===== config.mk =====
export PLATFORM = sky130hd
export DESIGN_NAME = acc_ctrl
export DESIGN_NICKNAME = d
export VERILOG_FILES = /design/src/hw/acc_pkg.sv /design/src/hw/acc_buf2.sv /design/src/hw/acc_ctrl.sv
export SDC_FILE = /design/constraint.sdc
export NUM_CORES = 1
export LEC_CHECK = 0
export BUFFER_PORTS_ARGS = -buffer_cell sky130_fd_sc_hd__buf_4
export CAP_MARGIN = 0
export CORE_MARGIN = 2
export CORE_UTILIZATION = 52
export DETAILED_ROUTE_END_ITERATION = 8
export PLACE_DENSITY = 0.7
export SLEW_MARGIN = 20
export SYNTH_ARGS = -nofsm -noshare
export SYNTH_HDL_FRONTEND = slang
export SYNTH_SLANG_ARGS = --single-unit

===== constraint.sdc =====
create_clock -name sys_clk -period 5.44 [get_ports sys_clk]
set_clock_uncertainty 0.15 [all_clocks]
set_input_delay 0 -clock sys_clk [delete_from_list [all_inputs] [get_ports sys_clk]]
set_output_delay 0 -clock sys_clk [all_outputs]
set_load 0.05 [all_outputs]

===== src/hw/acc_pkg.sv =====
package acc_pkg;
    // Conversion and calibration lengths in system clock cycles.
    localparam int          CONV_CYCLES  = 20;
    localparam int          CAL_CYCLES   = 40;
    localparam logic [7:0]  CNT_ZERO     = 8'h00;
    localparam logic [15:0] RESULT_RESET = 16'h0000;
    localparam logic [4:0]  BIT_LAST     = 5'h0F;
    // Idle levels of the eleven pin inputs, so no false edge follows reset.
    localparam logic [10:0] PIN_IDLE     = 11'h4C0;

    // Main control states.
    typedef enum logic [1:0] {
        ACC_IDLE = 2'b00,
        ACC_CONV = 2'b01,
        ACC_CAL  = 2'b10
    } acc_state_t;
endpackage


===== src/hw/acc_buf2.sv =====
`timescale 1ns/1ns
// Two-entry buffer between the conversion engine and the serial shifter.
module acc_buf2 (
    input  wire logic        sys_clk,
    input  wire logic        sys_rst,
    input  wire logic [15:0] in_data,
    input  wire logic        in_valid,
    output logic             in_ready,
    output logic [15:0]      out_data,
    output logic             out_valid,
    input  wire logic        out_ready
);
    typedef struct packed {
        logic [1:0][15:0] mem;
        logic             wp;
        logic             rp;
        logic [1:0]       cnt;
    } acc_buf_t;

    acc_buf_t st_r;
    acc_buf_t st_nxt;

    // Pointer and count update for push and pop.
    always_comb begin
        st_nxt = st_r;
        if (in_valid && in_ready) begin
            st_nxt.mem[st_r.wp] = in_data;
            st_nxt.wp = ~st_r.wp;
        end
        if (out_valid && out_ready) begin
            st_nxt.rp = ~st_r.rp;
        end
        st_nxt.cnt = st_r.cnt + 2'((in_valid && in_ready) ? 1 : 0)
                   - 2'((out_valid && out_ready) ? 1 : 0);
    end

    // State register.
    always_ff @(posedge sys_clk) begin
        if (sys_rst) begin
            st_r <= '0;
        end else begin
            st_r <= st_nxt;
        end
    end

    assign in_ready  = (st_r.cnt != 2'h2);
    assign out_valid = (st_r.cnt != 2'h0);
    assign out_data  = st_r.mem[st_r.rp];
endmodule // acc_buf2


===== src/hw/acc_ctrl.sv =====
`timescale 1ns/1ns
// Contract
// - Output bus enabled only when select and read low.
// - Select high gates the serial clock.
// - Reset high aborts conversion, discards result.
// - Reset falling edge starts calibration, busy high.
// - Power-down finishes conversion, then blocks starts.
// - Start falling edge holds sample, begins conversion.
// - Both reference power-downs low enable reference.
// - Fast serial clock makes data valid one edge later; here each active edge, select low and external clock, presents the next bit; no fast-clock mode.
// - Busy high from start until result latched.
// - Output updates on rising or falling clock per polarity.
module acc_ctrl (
    input  wire logic        sys_clk,
    input  wire logic        sys_rst,
    input  wire logic        convert_start_n,
    input  wire logic        adc_reset,
    input  wire logic        powerdown_in,
    input  wire logic        chip_select_n,
    input  wire logic        read_n,
    input  wire logic        ref_powerdown,
    input  wire logic        refbuf_powerdown,
    input  wire logic        serial_clock,
    input  wire logic        serial_clock_polarity,
    input  wire logic        clock_source_select,
    input  wire logic        serial_mode,
    input  wire logic        compare_bit,
    output logic             busy,
    output logic             track_hold,
    output logic [15:0]      par_data,
    output logic             par_data_oe,
    output logic             serial_out,
    output logic             serial_out_oe,
    output logic             ref_enable,
    output logic             refbuf_enable,
    output logic             adc_powered
);
    // Controller state, including synchroniser stages for the eleven pin inputs.
    typedef struct packed {
        logic [10:0] s1;
        logic [10:0] s2;
        logic        cnv_d;
        logic        rst_d;
        logic        sck_d;
        acc_pkg::acc_state_t state;
        logic [7:0]  cnt;
        logic [15:0] sar;
        logic        push;
        logic        busy;
        logic        hold;
        logic [15:0] shreg;
        logic [4:0]  bitn;
        logic        loaded;
        logic        sdo;
        logic        sdo_oe;
        logic        par_oe;
        logic [15:0] pdata;
        logic        ref_en;
        logic        buf_en;
        logic        pwr;
    } acc_st_t;

    acc_st_t st_r;
    acc_st_t st_nxt;

    logic [15:0] b_data;
    logic        b_valid;
    logic        b_ready;
    logic        b_in_ready;
    logic [10:0] pins;
    logic        cnv_s, rst_s, pd_s, cs_n_s, rd_n_s, pdr_s, pdb_s;
    logic        sck_s, inv_s, ext_s, ser_s;
    logic        sck_act;

    assign pins = {convert_start_n, adc_reset, powerdown_in, chip_select_n,
                   read_n, ref_powerdown, refbuf_powerdown, serial_clock,
                   serial_clock_polarity, clock_source_select, serial_mode};
    assign {cnv_s, rst_s, pd_s, cs_n_s, rd_n_s, pdr_s, pdb_s,
            sck_s, inv_s, ext_s, ser_s} = st_r.s2;

    // Active serial edge: rising for normal polarity, falling inverted.
    assign sck_act = inv_s ? (st_r.sck_d && !sck_s)
                           : (!st_r.sck_d && sck_s);

    acc_buf2 u_buf (
        .sys_clk   (sys_clk),
        .sys_rst   (sys_rst),
        .in_data   (st_r.sar),
        .in_valid  (st_r.push),
        .in_ready  (b_in_ready),
        .out_data  (b_data),
        .out_valid (b_valid),
        .out_ready (b_ready)
    );

    // Serial shifter takes a word when idle or drained; parallel always.
    assign b_ready = !st_r.loaded || !ser_s;

    // Next-state logic for the whole controller.
    always_comb begin
        st_nxt       = st_r;
        st_nxt.s1    = pins;
        st_nxt.s2    = st_r.s1;
        st_nxt.cnv_d = cnv_s;
        st_nxt.rst_d = rst_s;
        st_nxt.sck_d = sck_s;
        st_nxt.push  = 1'b0;
        case (st_r.state)
            acc_pkg::ACC_IDLE: begin
                st_nxt.busy = 1'b0;
                st_nxt.hold = 1'b0;
                // Start blocked while powered down or stalled by buffer.
                if (st_r.cnv_d && !cnv_s && !pd_s && !rst_s
                    && b_in_ready) begin
                    st_nxt.state = acc_pkg::ACC_CONV;
                    st_nxt.hold  = 1'b1;
                    st_nxt.busy  = 1'b1;
                    st_nxt.cnt   = 8'(acc_pkg::CONV_CYCLES);
                    st_nxt.sar   = acc_pkg::RESULT_RESET;
                end
            end
            acc_pkg::ACC_CONV: begin
                // Conversion keeps running under power-down.
                st_nxt.cnt = st_r.cnt - 8'h01;
                st_nxt.sar = {st_r.sar[14:0], compare_bit};
                if (st_r.cnt == 8'h01) begin
                    st_nxt.state = acc_pkg::ACC_IDLE;
                    st_nxt.push  = 1'b1;
                    st_nxt.busy  = 1'b0;
                    st_nxt.hold  = 1'b0;
                end
            end
            acc_pkg::ACC_CAL: begin
                st_nxt.cnt = st_r.cnt - 8'h01;
                if (st_r.cnt == 8'h01) begin
                    st_nxt.state = acc_pkg::ACC_IDLE;
                    st_nxt.busy  = 1'b0;
                end
            end
            default: begin
                st_nxt.state = acc_pkg::ACC_IDLE;
            end
        endcase
        // Reset pin aborts and discards; release begins calibration.
        if (rst_s) begin
            st_nxt.state = acc_pkg::ACC_IDLE;
            st_nxt.busy  = 1'b0;
            st_nxt.hold  = 1'b0;
            st_nxt.push  = 1'b0;
        end else if (st_r.rst_d) begin
            st_nxt.state = acc_pkg::ACC_CAL;
            st_nxt.busy  = 1'b1;
            st_nxt.cnt   = 8'(acc_pkg::CAL_CYCLES);
        end
        // Serial shifter: load from buffer, shift on gated active edge.
        if (b_ready && b_valid) begin
            st_nxt.shreg  = b_data;
            st_nxt.pdata  = b_data;
            st_nxt.loaded = 1'b1;
            st_nxt.bitn   = 5'h00;
            st_nxt.sdo    = b_data[15];
        end else if (st_r.loaded && ser_s && ext_s && !cs_n_s
                     && sck_act) begin
            st_nxt.shreg = {st_r.shreg[14:0], 1'b0};
            st_nxt.sdo   = st_r.shreg[14];
            st_nxt.bitn  = st_r.bitn + 5'h01;
            if (st_r.bitn == acc_pkg::BIT_LAST) begin
                st_nxt.loaded = 1'b0;
            end
        end
        // Output drivers enabled only for select and read both low.
        st_nxt.par_oe = !cs_n_s && !rd_n_s && !ser_s;
        st_nxt.sdo_oe = !cs_n_s && !rd_n_s && ser_s;
        // Reference and buffer enables from the power-down pins.
        st_nxt.ref_en = !pdr_s;
        st_nxt.buf_en = !pdb_s;
        st_nxt.pwr    = !pd_s || (st_r.state == acc_pkg::ACC_CONV);
    end

    // State register.
    always_ff @(posedge sys_clk) begin
        if (sys_rst) begin
            st_r       <= '0;
            st_r.s1    <= acc_pkg::PIN_IDLE;
            st_r.s2    <= acc_pkg::PIN_IDLE;
            st_r.cnv_d <= 1'b1;
        end else begin
            st_r <= st_nxt;
        end
    end

    assign busy          = st_r.busy;
    assign track_hold    = st_r.hold;
    assign par_data      = st_r.pdata;
    assign par_data_oe   = st_r.par_oe;
    assign serial_out    = st_r.sdo;
    assign serial_out_oe = st_r.sdo_oe;
    assign ref_enable    = st_r.ref_en;
    assign refbuf_enable = st_r.buf_en;
    assign adc_powered   = st_r.pwr;

    // Busy must fall within 21 cycles, one past the conversion length, after a start.
    property p_busy_conv;
        @(posedge sys_clk) disable iff (sys_rst || rst_s)
        $rose(track_hold) |-> busy ##[1:21] !busy;
    endproperty
    a_busy_conv: assert property (p_busy_conv)
        else $error("Busy did not fall after conversion.");

    property p_oe_gate;
        @(posedge sys_clk) disable iff (sys_rst)
        (par_data_oe || serial_out_oe) |-> $past(!cs_n_s && !rd_n_s);
    endproperty
    a_oe_gate: assert property (p_oe_gate)
        else $error("Output enabled without select and read.");

    property p_abort;
        @(posedge sys_clk) disable iff (sys_rst)
        $past(rst_s) && rst_s |-> !busy && !st_r.push;
    endproperty
    a_abort: assert property (p_abort)
        else $error("Conversion not aborted in reset.");

    property p_cal;
        @(posedge sys_clk) disable iff (sys_rst)
        !rst_s && st_r.rst_d |=> busy [*8];
    endproperty
    a_cal: assert property (p_cal)
        else $error("Calibration busy missing.");

    property p_pd;
        @(posedge sys_clk) disable iff (sys_rst)
        (st_r.state == acc_pkg::ACC_IDLE) && pd_s |=>
            st_r.state != acc_pkg::ACC_CONV;
    endproperty
    a_pd: assert property (p_pd)
        else $error("Conversion started in power-down.");

    property p_start;
        @(posedge sys_clk) disable iff (sys_rst)
        $rose(track_hold) |-> $past(st_r.cnv_d && !cnv_s);
    endproperty
    a_start: assert property (p_start)
        else $error("Hold without start edge.");

    property p_ref;
        @(posedge sys_clk) disable iff (sys_rst)
        1'b1 |=> ref_enable == !$past(pdr_s);
    endproperty
    a_ref: assert property (p_ref)
        else $error("Reference enable mismatch.");

    property p_gate;
        @(posedge sys_clk) disable iff (sys_rst)
        st_r.loaded && cs_n_s && !(b_ready && b_valid)
            |=> $stable(st_r.bitn);
    endproperty
    a_gate: assert property (p_gate)
        else $error("Shift while select high.");
endmodule // acc_ctrl


==> run metrics, run 1 <==
slowest CP cell=inv_2; Design Area, Final=6127 µm²; hold_sp=chip_select_n; worst-path fanout max=54; row count=36; drt pass-1 iters=4; first-pass GRT wire length=16.62 mm; largest net degree at the start of global routing=99; Cell Chain, Critical Path=o2bb2ai_1 -> inv_2 -> ha_1 -> inv_1 -> ha_1 -> xor2_1 -> xnor2_1 -> nor2_1; Distinct cells, synth=48; Overall Power=2.979 mW; drt initial violations=149; WP data required=5.67 ns; Crit. End Element=flip-flop; WHS=0.04634 ns; vias per inst=5.264; post-route ant nets=0; Worst path depth=8; CP arrival=2.69 ns; Synth Register Bits=133; GPL Wtd Cong=0.8242; Total GRT Usage=20.00%; Die Wd=103.4 µm; commonest cells after routing, fill and taps aside=dfxtp_1, nand2_1, a21oi_1; EDFF count, synth=0; Clock Latency Late Sink=0.52 ns; Tmin final=2.467 ns; area of placed instances=5329 µm²; total length of routed wires=9.881 mm; Post-CTS Setup Inserts=0; PortBufs=37; sequential area share after synthesis=51.83%; Setup-failing EPs final=0; Core Util, Final=63.27%; Die Ht=103.4 µm; Hold Vio Cnt, Final=0; Antenna Cells=0; initial core utilization=53.05%; peak supply drop=0.2722 mV; Most Frequent Cell on Critical Path=ha_1; post-DP HPWL=5.965 mm; vias=3827; Max Cap Violations=0; worst hold path class=input port to flip-flop; final net count=605; Leak=2.323 nW; crit path kind=flip-flop to flip-flop; DRC=0; global route overflow=0; die area=10690 µm²; Top delay family on crit path=buffers and inverters; RSZ-0062 raised after global routing=false; relative slew slack=30.76%; Final Cycle Share=45.35%; async set-reset flop share out of synthesis=0%; syn_area_per_cell=9.307 µm²; # IOs=38; Buffers & Inverters on Critical Path=2; synthesis-to-finish area growth=19.26%; PD cells=486.1 nW/µm²; Worst-Margin Slew=1.033 ns; total CTS buffers=17; fraction of layout cells with a size suffix above 1=17.17%; TritonCTS clock tree=yes; crit path launch=u_buf.st_r[1]; fmax=0.4053 GHz; CTS max path bufs=2; CTS H-tree lvls=4; Worst setup SP type=flip-flop; Reg clk slew, reported paths=0.06 ns; Final Max Slew Viols=0; Post-Syn Nets=576; synth top area cells=dfxtp_1, a21oi_1, nand2_1; Reg area=2663 µm²; worst hold stages=3; Setup TNS Final=0 ns; Num Clock Sinks=133; Resize count post-CTS=0; initial antenna violation count=0; DR WL/cell=13.59 µm; top-area cell type share of the netlist area=51.83%; Max stage delay on crit path=0.67 ns; Synth Flop Type=dfxtp_1; vias in the first global route=3665; CORE AREA=9684 µm²; most common cell after layout, fill and taps aside=dfxtp_1; fillcell total=809; R2R depth=8; area of the multi-input gates=2170 µm²; Ys Warns=0; outcome=finished, final reports clean; Mapped Cells=552; cell taking the most area after synthesis=dfxtp_1; Mapped Area=5137 µm²; reg2reg start=u_buf.st_r[1]; clk root buf=clkbuf_8
-- routing by layer --
layer	vias up	part of all wire [%]	global-route usage, %
met5	-	0	0
met4	0	1.0	7.692
li1	1936	-	-
met2	61	50	33.70
met3	6	3.4	6.048
met1	1824	45	24.01
-- path summary, 6_finish.rpt --
check                       end  slack (ns)
hold / removal       st_nxt[83]        0.05
setup / recovery  u_buf.st_r[1]        2.97
setup reg to reg  u_buf.st_r[1]        2.97
hold reg to reg   refbuf_enable        0.25
-- cell families (layout without fill, tap and decap cells) --
| kind of cell | count (synthesis) | count (layout) | synth area share, % |
|---|---|---|---|
| AOI/OAI and AO/OA | 124 | 124 | 15.61 |
| and+or+nand+nor | 199 | 199 | 19.51 |
| muxes | 20 | 20 | 3.921 |
| DFF | 133 | 133 | 51.83 |
| xor gates and xnor gates | 4 | 4 | 0.6821 |
| buffers and inverters | 62 | 104 | 6.015 |
| adders and majority gates | 10 | 10 | 2.435 |
-- through the flow --
step,worst slack [ns],instances
3_5_place_dp,2.952,674
4_1_cts,2.896,727
6_report,2.973,727
3_3_place_gp,3.089,674
5_1_grt,2.832,727
2_1_floorplan,3.438,552
-- power breakdown --
group	leakage (nW)	total [mW]	internal (mW)	switching (mW)
combinational	0.951	0.660	0.246	0.415
sequential	1.08	1.20	1.11	0.0935
clock	0.287	1.12	0.664	0.454
-- state kept, by name, indices dropped and copies added (netlist names), 11 cells and up --
register	cells
par_data	16
u_buf.st_r	36
st_nxt	11
st_r	51
-- tightest hold or removal path, delay by kind of cell --
family | cells | cell delay (ns)
buffers and inverters | 2 | 0.61
and+or+nand+nor | 1 | 0.08
-- timing repair --
item | CTS | global route
endpoints found under the hold margin | 60 | 0
hold buffers | 21 | 0
setup endpoints to repair | 0 | 0
-- synthesized netlist by cell type (all sizes together), types with 3 or more instances --
cell and count:
xnor2 3, clkbuf 23, a211oi 7, nand2 70
nor4 3, a21oi 60, or3 5, inv 13
nor2 37, ha 10, or2 8, dfxtp 133
nor3b 17, a31oi 3, nor2b 21, o21ai 11
mux2i 19, buf 26, a22o 16, nand2b 4
o21a 14, nor3 23
-- area by class of cell --
cell class | instances | area share [%]
Inverter | 13 | 0.7964
Clock buffer | 17 | 6.759
Timing Repair Buffer | 59 | 8.087
Sequential cell | 133 | 43.46
Tap cell | 133 | 2.716
Clock inverter | 15 | 2.777
Multi-Input combinational cell | 357 | 35.41
Note: power is estimated with default switching activity, not from simulation.
==> run 2, diff against run 1 <==
Settings changed: ABC_AREA set to 1, PLACE_DENSITY 0.7 to 0.73.
Clock period 5.44 ns to 2.2 ns, I/O delays scaled along.
==> run 2 against run 1 <==
  * Routed wire length fell by 0.47%
  * First-iteration DRC count rose by 100%
  * Via count rose by 10%
  * Clock power rose by 140%
  * Critical path depth did not move
  * Largest cell class unchanged
  * Final area rose by 1.4%
  * Setup slack got worse by 2.7 ns
  * Synthesized cell count rose by 22%
  * Sequential power rose by 130%
==> run metrics, run 2 <==
outcome=finished, final reports clean; Total GRT Usage=18.86% (-1.1 points); Hold Vio Cnt, Final=0 (unchanged); Most Frequent Cell on Critical Path=ha_1; Resize count post-CTS=0 (unchanged); Mapped Cells=671 (+22%); synthesis-to-finish area growth=17.97%; clock share of power=42.7% (+5.2 points); Antenna Cells=0 (unchanged); CORE AREA=9819 µm² (+1.4%); RSZ-0062 raised after global routing=false; Final Cycle Share=85.97% (+41 points); Setup TNS Final=0 ns (unchanged); Psw=1.814 mW (+89%); initial antenna violation count=0 (unchanged); number of flip-flops in the largest register=51 (unchanged); Num Clock Sinks=133 (unchanged); Setup-failing EPs final=0 (unchanged); Final Max Slew Viols=0 (unchanged); post-route ant nets=0 (unchanged); async set-reset flop share out of synthesis=0% (unchanged); most numerous cell in the Yosys netlist=dfxtp_1; Cell Chain, Critical Path=o21ai_2 -> inv_2 -> ha_1 -> inv_1 -> ha_1 -> xor2_1 -> o21ai_0 -> a21oi_1; cts hold-fix bufs=20 (-4.8%); drt pass-1 iters=6 (+2); Design Area, Final=6211 µm² (+1.4%); reg2reg end=u_buf.st_r[1]; DRC=0 (unchanged); Internal=4.578 mW (+130%); worst hold path class=input port to flip-flop; net switching fraction of the power=28.38% (-3.9 points); Max stage delay on crit path=0.36 ns (-0.31 ns); Reg clk slew, reported paths=0.06 ns (about the same); Die Ht=104.6 µm (+1.2%); Worst setup SP type=flip-flop; TritonCTS clock tree=yes; worst-path fanout max=4 (-93%); clk root buf=clkbuf_8; Clock Latency Late Sink=0.50 ns (-0.02 ns); Distinct cells, synth=29 (-40%); Tmin final=1.891 ns (-0.5757 ns); synth cell count leaders=dfxtp_1, nand2_1, a21oi_1, nor2_1, inv_1; fraction of layout cells with a size suffix above 1=14.33% (-2.8 points); Comb power frac=14.5% (-7.7 points); post-DP HPWL=6.209 mm (+4.1%); Mapped Area=5265 µm² (+2.5%); hold path endpoint=st_nxt[85]; Reg power frac=42.8% (+2.5 points); final net count=730 (+21%); Synth Flop Type=dfxtp_1; commonest cells after routing, fill and taps aside=dfxtp_1, nand2_1, a21oi_1; Post-Syn Nets=695 (+21%); top-area cell type share of the netlist area=50.57% (-1.3 points); most common cell after layout, fill and taps aside=dfxtp_1; GPL Wtd Cong=0.8884 (+7.8%); r2r setup slk=0.31 ns (-2.66 ns); area of placed instances=5428 µm² (+1.9%); PortBufs=37 (unchanged); vias in the first global route=4001 (+9.2%); Leak=2.594 nW (+12%); Reg with most FFs=st_r; sequential area share after synthesis=50.57% (-1.3 points); Synth Register Bits=133 (unchanged); EDFF count, synth=0 (unchanged); Worst-Margin Slew=0.4712 ns (-0.5619 ns); Ys Warns=0 (unchanged); crit path kind=flip-flop to flip-flop; peak supply drop=0.4553 mV (+67%); fmax=0.5287 GHz (+30%); DR WL/cell=11.54 µm (-15%); row count=36 (unchanged); Core Util, Final=63.25% (about the same); CP arrival=2.17 ns (-0.52 ns); reg2reg start=u_buf.st_r[1]; WP data required=2.48 ns (-3.19 ns); cell taking the most area after synthesis=dfxtp_1; relative slew slack=68.54% (+38 points); Post-CTS Setup Inserts=0 (unchanged); CTS max path bufs=2 (unchanged); slowest CP cell=dfxtp_1; syn_area_per_cell=7.847 µm² (-16%); synth top area cells=dfxtp_1, nand2_1, a21oi_1; vias per inst=4.945 (-6.1%); first-pass GRT wire length=17.24 mm (+3.7%); largest net degree at the start of global routing=47 (-53%); total CTS buffers=17 (unchanged); worst hold stages=4 (+1); drt initial violations=302 (+100%); total length of routed wires=9.835 mm (-0.47%); Max Cap Violations=0 (unchanged); Die Wd=104.6 µm (+1.2%); R2R depth=8 (unchanged); # IOs=38 (unchanged); vias=4213 (+10%); global route overflow=0 (unchanged); CTS H-tree lvls=4 (unchanged); Crit. End Element=flip-flop; fillcell total=840 (+3.8%); PD cells=1029 nW/µm² (+110%); hold_sp=adc_reset; initial core utilization=53.62% (+0.57 points); die area=10950 µm² (+2.4%)
[run 2: changes by cell type in the layout (fill, tap and decap cells not counted), moves of 21 or more]
cell | before | now
nor2b_1 | 21 | 0
nand3_1 | 2 | 44
a21oi_1 | 59 | 85
o21ai_0 | 10 | 40
inv_1 | 12 | 61
nor2_1 | 37 | 66
nor3_1 | 22 | 1
nand2_1 | 70 | 132
[run 2: layout make-up]
class / count / area (µm²) / share of cell area [%]
clock buffer: 18 / 417.9 / 6.728
clock inverter: 14 / 165.2 / 2.659
inverter: 67 / 254.0 / 4.089
multi-input combinational: 423 / 2014 / 32.43
sequential: 133 / 2663 / 42.87
tap: 133 / 166.4 / 2.679
timing repair buffer: 64 / 530.5 / 8.541
[run 2: critical path: cells and delay by family, from the launching register on]
kind	cells	cell delay [ns]
AOI/OAI and AO/OA	3	0.54
adders and majority gates	2	0.43
DFF	1	0.36
xor gates and xnor gates	1	0.22
buffers and inverters	2	0.12
[run 2: power by group through the flow]
stage / Clock (mW) / Combinational (mW) / Sequential, mW
after floorplan: 0 / 0.698 / 2.82
after global placement: 0 / 0.866 / 2.77
after detailed placement: 0 / 0.892 / 2.78
after CTS: 2.78 / 0.932 / 2.73
after global routing: 2.91 / 1.07 / 2.75
final: 2.73 / 0.927 / 2.74
[run 2: how the worst max path moves through the flow]
stage,slack (ns),endpoint,depth (start not counted),startpoint
finish,0.31,u_buf.st_r[1],8,u_buf.st_r[1]
global route,0.18,u_buf.st_r[1],8,u_buf.st_r[1]
CTS,0.28,u_buf.st_r[1],8,u_buf.st_r[1]
detailed placement,0.40,u_buf.st_r[1],8,u_buf.st_r[1]
global placement,0.49,u_buf.st_r[1],8,u_buf.st_r[1]
floorplan,0.29,u_buf.st_r[1],9,u_buf.st_r[1]
[run 2: stage by stage]
step / hold slack (ns) / setup slack [ns] / total power, mW / cells
finish: 0.09157 / 0.3086 / 6.392 / 852
global route: 0.1033 / 0.1798 / 6.732 / 852
CTS: 0.07229 / 0.2803 / 6.448 / 852
detailed placement: 0.03831 / 0.3982 / 3.675 / 800
global placement: 0.04126 / 0.4857 / 3.641 / 800
floorplan: -0.04619 / 0.2947 / 3.516 / 671
[run 2: per-layer routing]
metal	wire (µm)	GRT usage [%]	up-vias
met5	0	0	-
met4	38	7.429	0
met3	401	4.242	2
met2	4867	31.28	89
met1	4527	23.91	1919
li1	-	-	2203
[run 2: kinds of logic after synthesis]
logic type | after synthesis | share of synthesized area [%]
AO/OA/AOI/OAI | 151 | 15.07
XOR/XNOR | 2 | 0.3328
adder cells (fa/ha/maj) | 10 | 2.376
buffers and inverters | 115 | 11.17
flip-flops | 133 | 50.57
AND/OR/NAND/NOR | 260 | 20.48
==> run 3, diff against run 2 <==
Settings changed: SYNTH_HIERARCHICAL set to 1.
==> run 3 against run 2 <==
  * Critical path depth down 2
  * Clock power up 14%
  * Die area up 3.3%
  * Largest cell class unchanged
  * Highest routed layer unchanged
  * Critical endpoint is now st_r[40]
  * Flip-flop and latch count unchanged
  * Worst hold slack worse by 0.038 ns
  * Largest power group is now the clock network
  * First-iteration DRC count down 19%
  * Core utilization down 0.77 points
  * Setup slack better by 0.098 ns
  * Synthesized area up 3.4%
  * Final area up 2.9%
  * Fmax up 5.4%
  * Count of clock-buffer cells in the layout up 1
==> run metrics, run 3 <==
Worst Setup Slack, final=0.4061 ns (+0.09754 ns); Post-CTS Setup Inserts=0 (unchanged); Mapped Area=5444 µm² (+3.4%); CP arrival=2.09 ns (-0.08 ns); Max stage delay on crit path=0.39 ns (+0.03 ns); Psw=1.878 mW (+3.5%); Setup TNS Final=0 ns (unchanged); fmax=0.5574 GHz (+5.4%); Distinct cells, synth=29 (unchanged); EDFF count, synth=0 (unchanged); Crit. End Element=flip-flop; sequential area share after synthesis=48.91% (-1.7 points); first-pass GRT wire length=19.28 mm (+12%); top-area cell type share of the netlist area=48.91% (-1.7 points); Cell Chain, Critical Path=nand3_1 -> nor2_1 -> nand3_2 -> nand2_2 -> nor2_1 -> a21oi_1; vias=4537 (+7.7%); cell taking the most area after synthesis=dfxtp_1; clock share of power=45.1% (+2.4 points); DRC=0 (unchanged); hold_sp=read_n; CORE AREA=10230 µm² (+4.2%); RSZ-0062 raised after global routing=false; Synth Flop Type=dfxtp_1; global route overflow=0 (unchanged); Setup-failing EPs final=0 (unchanged); outcome=finished, final reports clean; final net count=769 (+5.3%); reg2reg start=ser_s; total length of routed wires=11.30 mm (+15%); Reg with most FFs=st_r; largest net degree at the start of global routing=43 (-8.5%); Reg power frac=39.6% (-3.2 points); syn_area_per_cell=7.551 µm² (-3.8%); DR WL/cell=12.63 µm (+9.4%); Worst setup SP type=flip-flop; most numerous cell in the Yosys netlist=nand2_1; Antenna Cells=0 (unchanged); Worst-Margin Slew=0.6415 ns (+0.1703 ns); Layout Cells excl Fill=895 (+5.0%); crit path launch=ser_s; slowest CP cell=nand2_2; WP data required=2.49 ns (about the same); Leak=2.840 nW (+9.5%); async set-reset flop share out of synthesis=0% (unchanged); synth top area cells=dfxtp_1, nand2_1, nor2_1; Resize count post-CTS=0 (unchanged); Num Clock Sinks=133 (unchanged); Mapped Cells=721 (+7.5%); most common cell after layout, fill and taps aside=nand2_1; die area=11300 µm² (+3.3%); Synth Register Bits=133 (unchanged); initial core utilization=53.21% (-0.41 points); relative slew slack=57.12% (-11 points); commonest cells after routing, fill and taps aside=nand2_1, dfxtp_1, nor2_1; CTS max path bufs=2 (unchanged); worst-path fanout max=22 (+18); Clock Latency Late Sink=0.52 ns (+0.02 ns); synth cell count leaders=nand2_1, dfxtp_1, nor2_1, inv_1, a21oi_1; clk root buf=clkbuf_8; Die Ht=106.3 µm (+1.6%); Tmin final=1.794 ns (-0.09754 ns); worst hold path class=input port to flip-flop; PortBufs=37 (unchanged); Hold Vio Cnt, Final=0 (unchanged); Reg clk slew, reported paths=0.06 ns (about the same); DP Worst Slack=0.4443 ns (+0.04609 ns); initial antenna violation count=0 (unchanged); number of flip-flops in the largest register=51 (unchanged); Internal=5.038 mW (+10%); crit path kind=flip-flop to flip-flop; total CTS buffers=17 (unchanged); net switching fraction of the power=27.16% (-1.2 points); r2r setup slk=0.41 ns (+0.10 ns); Die Wd=106.3 µm (+1.6%); Overall Power=6.916 mW (+8.2%); drt initial violations=245 (-19%); TritonCTS clock tree=yes; drt pass-1 iters=8 (+2); peak supply drop=0.5009 mV (+10%); vias per inst=5.069 (+2.5%); synthesis-to-finish area growth=17.42%; post-route ant nets=0 (unchanged); Final Max Slew Viols=0 (unchanged); fillcell total=877 (+4.4%); WHS=0.05339 ns (-0.03818 ns); PD cells=1082 nW/µm² (+5.1%); Post-Syn Nets=744 (+7.1%); Total GRT Usage=21.14% (+2.3 points); CTS H-tree lvls=4 (unchanged); Final Cycle Share=81.54% (-4.4 points); GPL Wtd Cong=0.8427 (-5.1%); # IOs=38 (unchanged); fraction of layout cells with a size suffix above 1=12.38% (-1.9 points); Max Cap Violations=0 (unchanged); vias in the first global route=4336 (+8.4%); Ys Warns=6 (+6); Comb power frac=15.3% (+0.8 points); placed insts=850 (+6.3%); row count=37 (+2.8%); post-DP HPWL=7.129 mm (+15%); Most Frequent Cell on Critical Path=nor2_1
==> run 3: changes by cell type after synthesis, moves of 3 or more <==
cell | previous run | this run
a21oi_1 | 85 | 67
buf_2 | 8 | 18
buf_4 | 19 | 22
buf_8 | 3 | 0
clkbuf_1 | 10 | 5
inv_1 | 61 | 69
inv_2 | 5 | 1
nand2_1 | 132 | 158
nand4_1 | 0 | 17
nor2_1 | 66 | 99
o21ai_1 | 17 | 1
==> run 3: cells by family after synthesis <==
| family | after synthesis | synth area share, % |
|---|---|---|
| AND/OR/NAND/NOR | 339 | 26.59 |
| adder cells (fa/ha/maj) | 9 | 2.069 |
| XOR/XNOR | 2 | 0.3218 |
| flip-flops | 133 | 48.91 |
| buffers and inverters | 123 | 11.28 |
| AO/OA/AOI/OAI | 115 | 10.83 |
==> run 3: critical path, delay by kind of cell, from the launching register on <==
| kind | cells | cell delay [ns] |
|---|---|---|
| AOI/OAI and AO/OA | 1 | 0.15 |
| and+or+nand+nor | 5 | 1.04 |
| DFF | 1 | 0.38 |
==> run 3: path summary, 6_finish.rpt <==
path	endpoint	cells past startpoint
setup / recovery	st_r[40]	6
hold / removal	st_nxt[82]	3
setup reg to reg	st_r[40]	6
hold reg to reg	refbuf_enable	1
==> run 3: what timing repair did <==
action | CTS | global route
hold buffers | 13 | 0
setup endpoints to repair | 0 | 0
hold endpoints to repair | 54 | 0
==> run 3: layout make-up <==
type                    instances  area (µm²)  area share (%)
flip-flops and latches        133        2663           41.65
multi-input cells             465        2167           33.90
repair buffers                 57       460.4           7.203
clock buffers                  19       431.7           6.753
inverters                      72       272.8           4.267
clock inverters                13       227.7           3.562
well taps                     136       170.2           2.662
==> run 3: per-stage QoR <==
| step | utilization [%] | cell area (µm²) |
|---|---|---|
| floorplan | - | 5444 |
| global placement | 54.76 | 5603 |
| detailed placement | 54.76 | 5603 |
| CTS | 62.48 | 6392 |
| global route | 62.48 | 6392 |
| finish | 62.48 | 6392 |
==> run 3: power groups by stage <==
stage	clock, mW	combinational [mW]	sequential, mW
after floorplan	0	0.826	2.80
after global placement	0	0.986	2.77
after detailed placement	0	1.03	2.78
after CTS	3.16	1.06	2.73
after global routing	3.27	1.21	2.76
final	3.12	1.06	2.74
==> run 3: layer usage <==
layer	wire (µm)	global-route usage [%]
met1	4993	24.67
met2	5642	36.95
met3	489	5.150
met4	174	8.741
met5	0	0
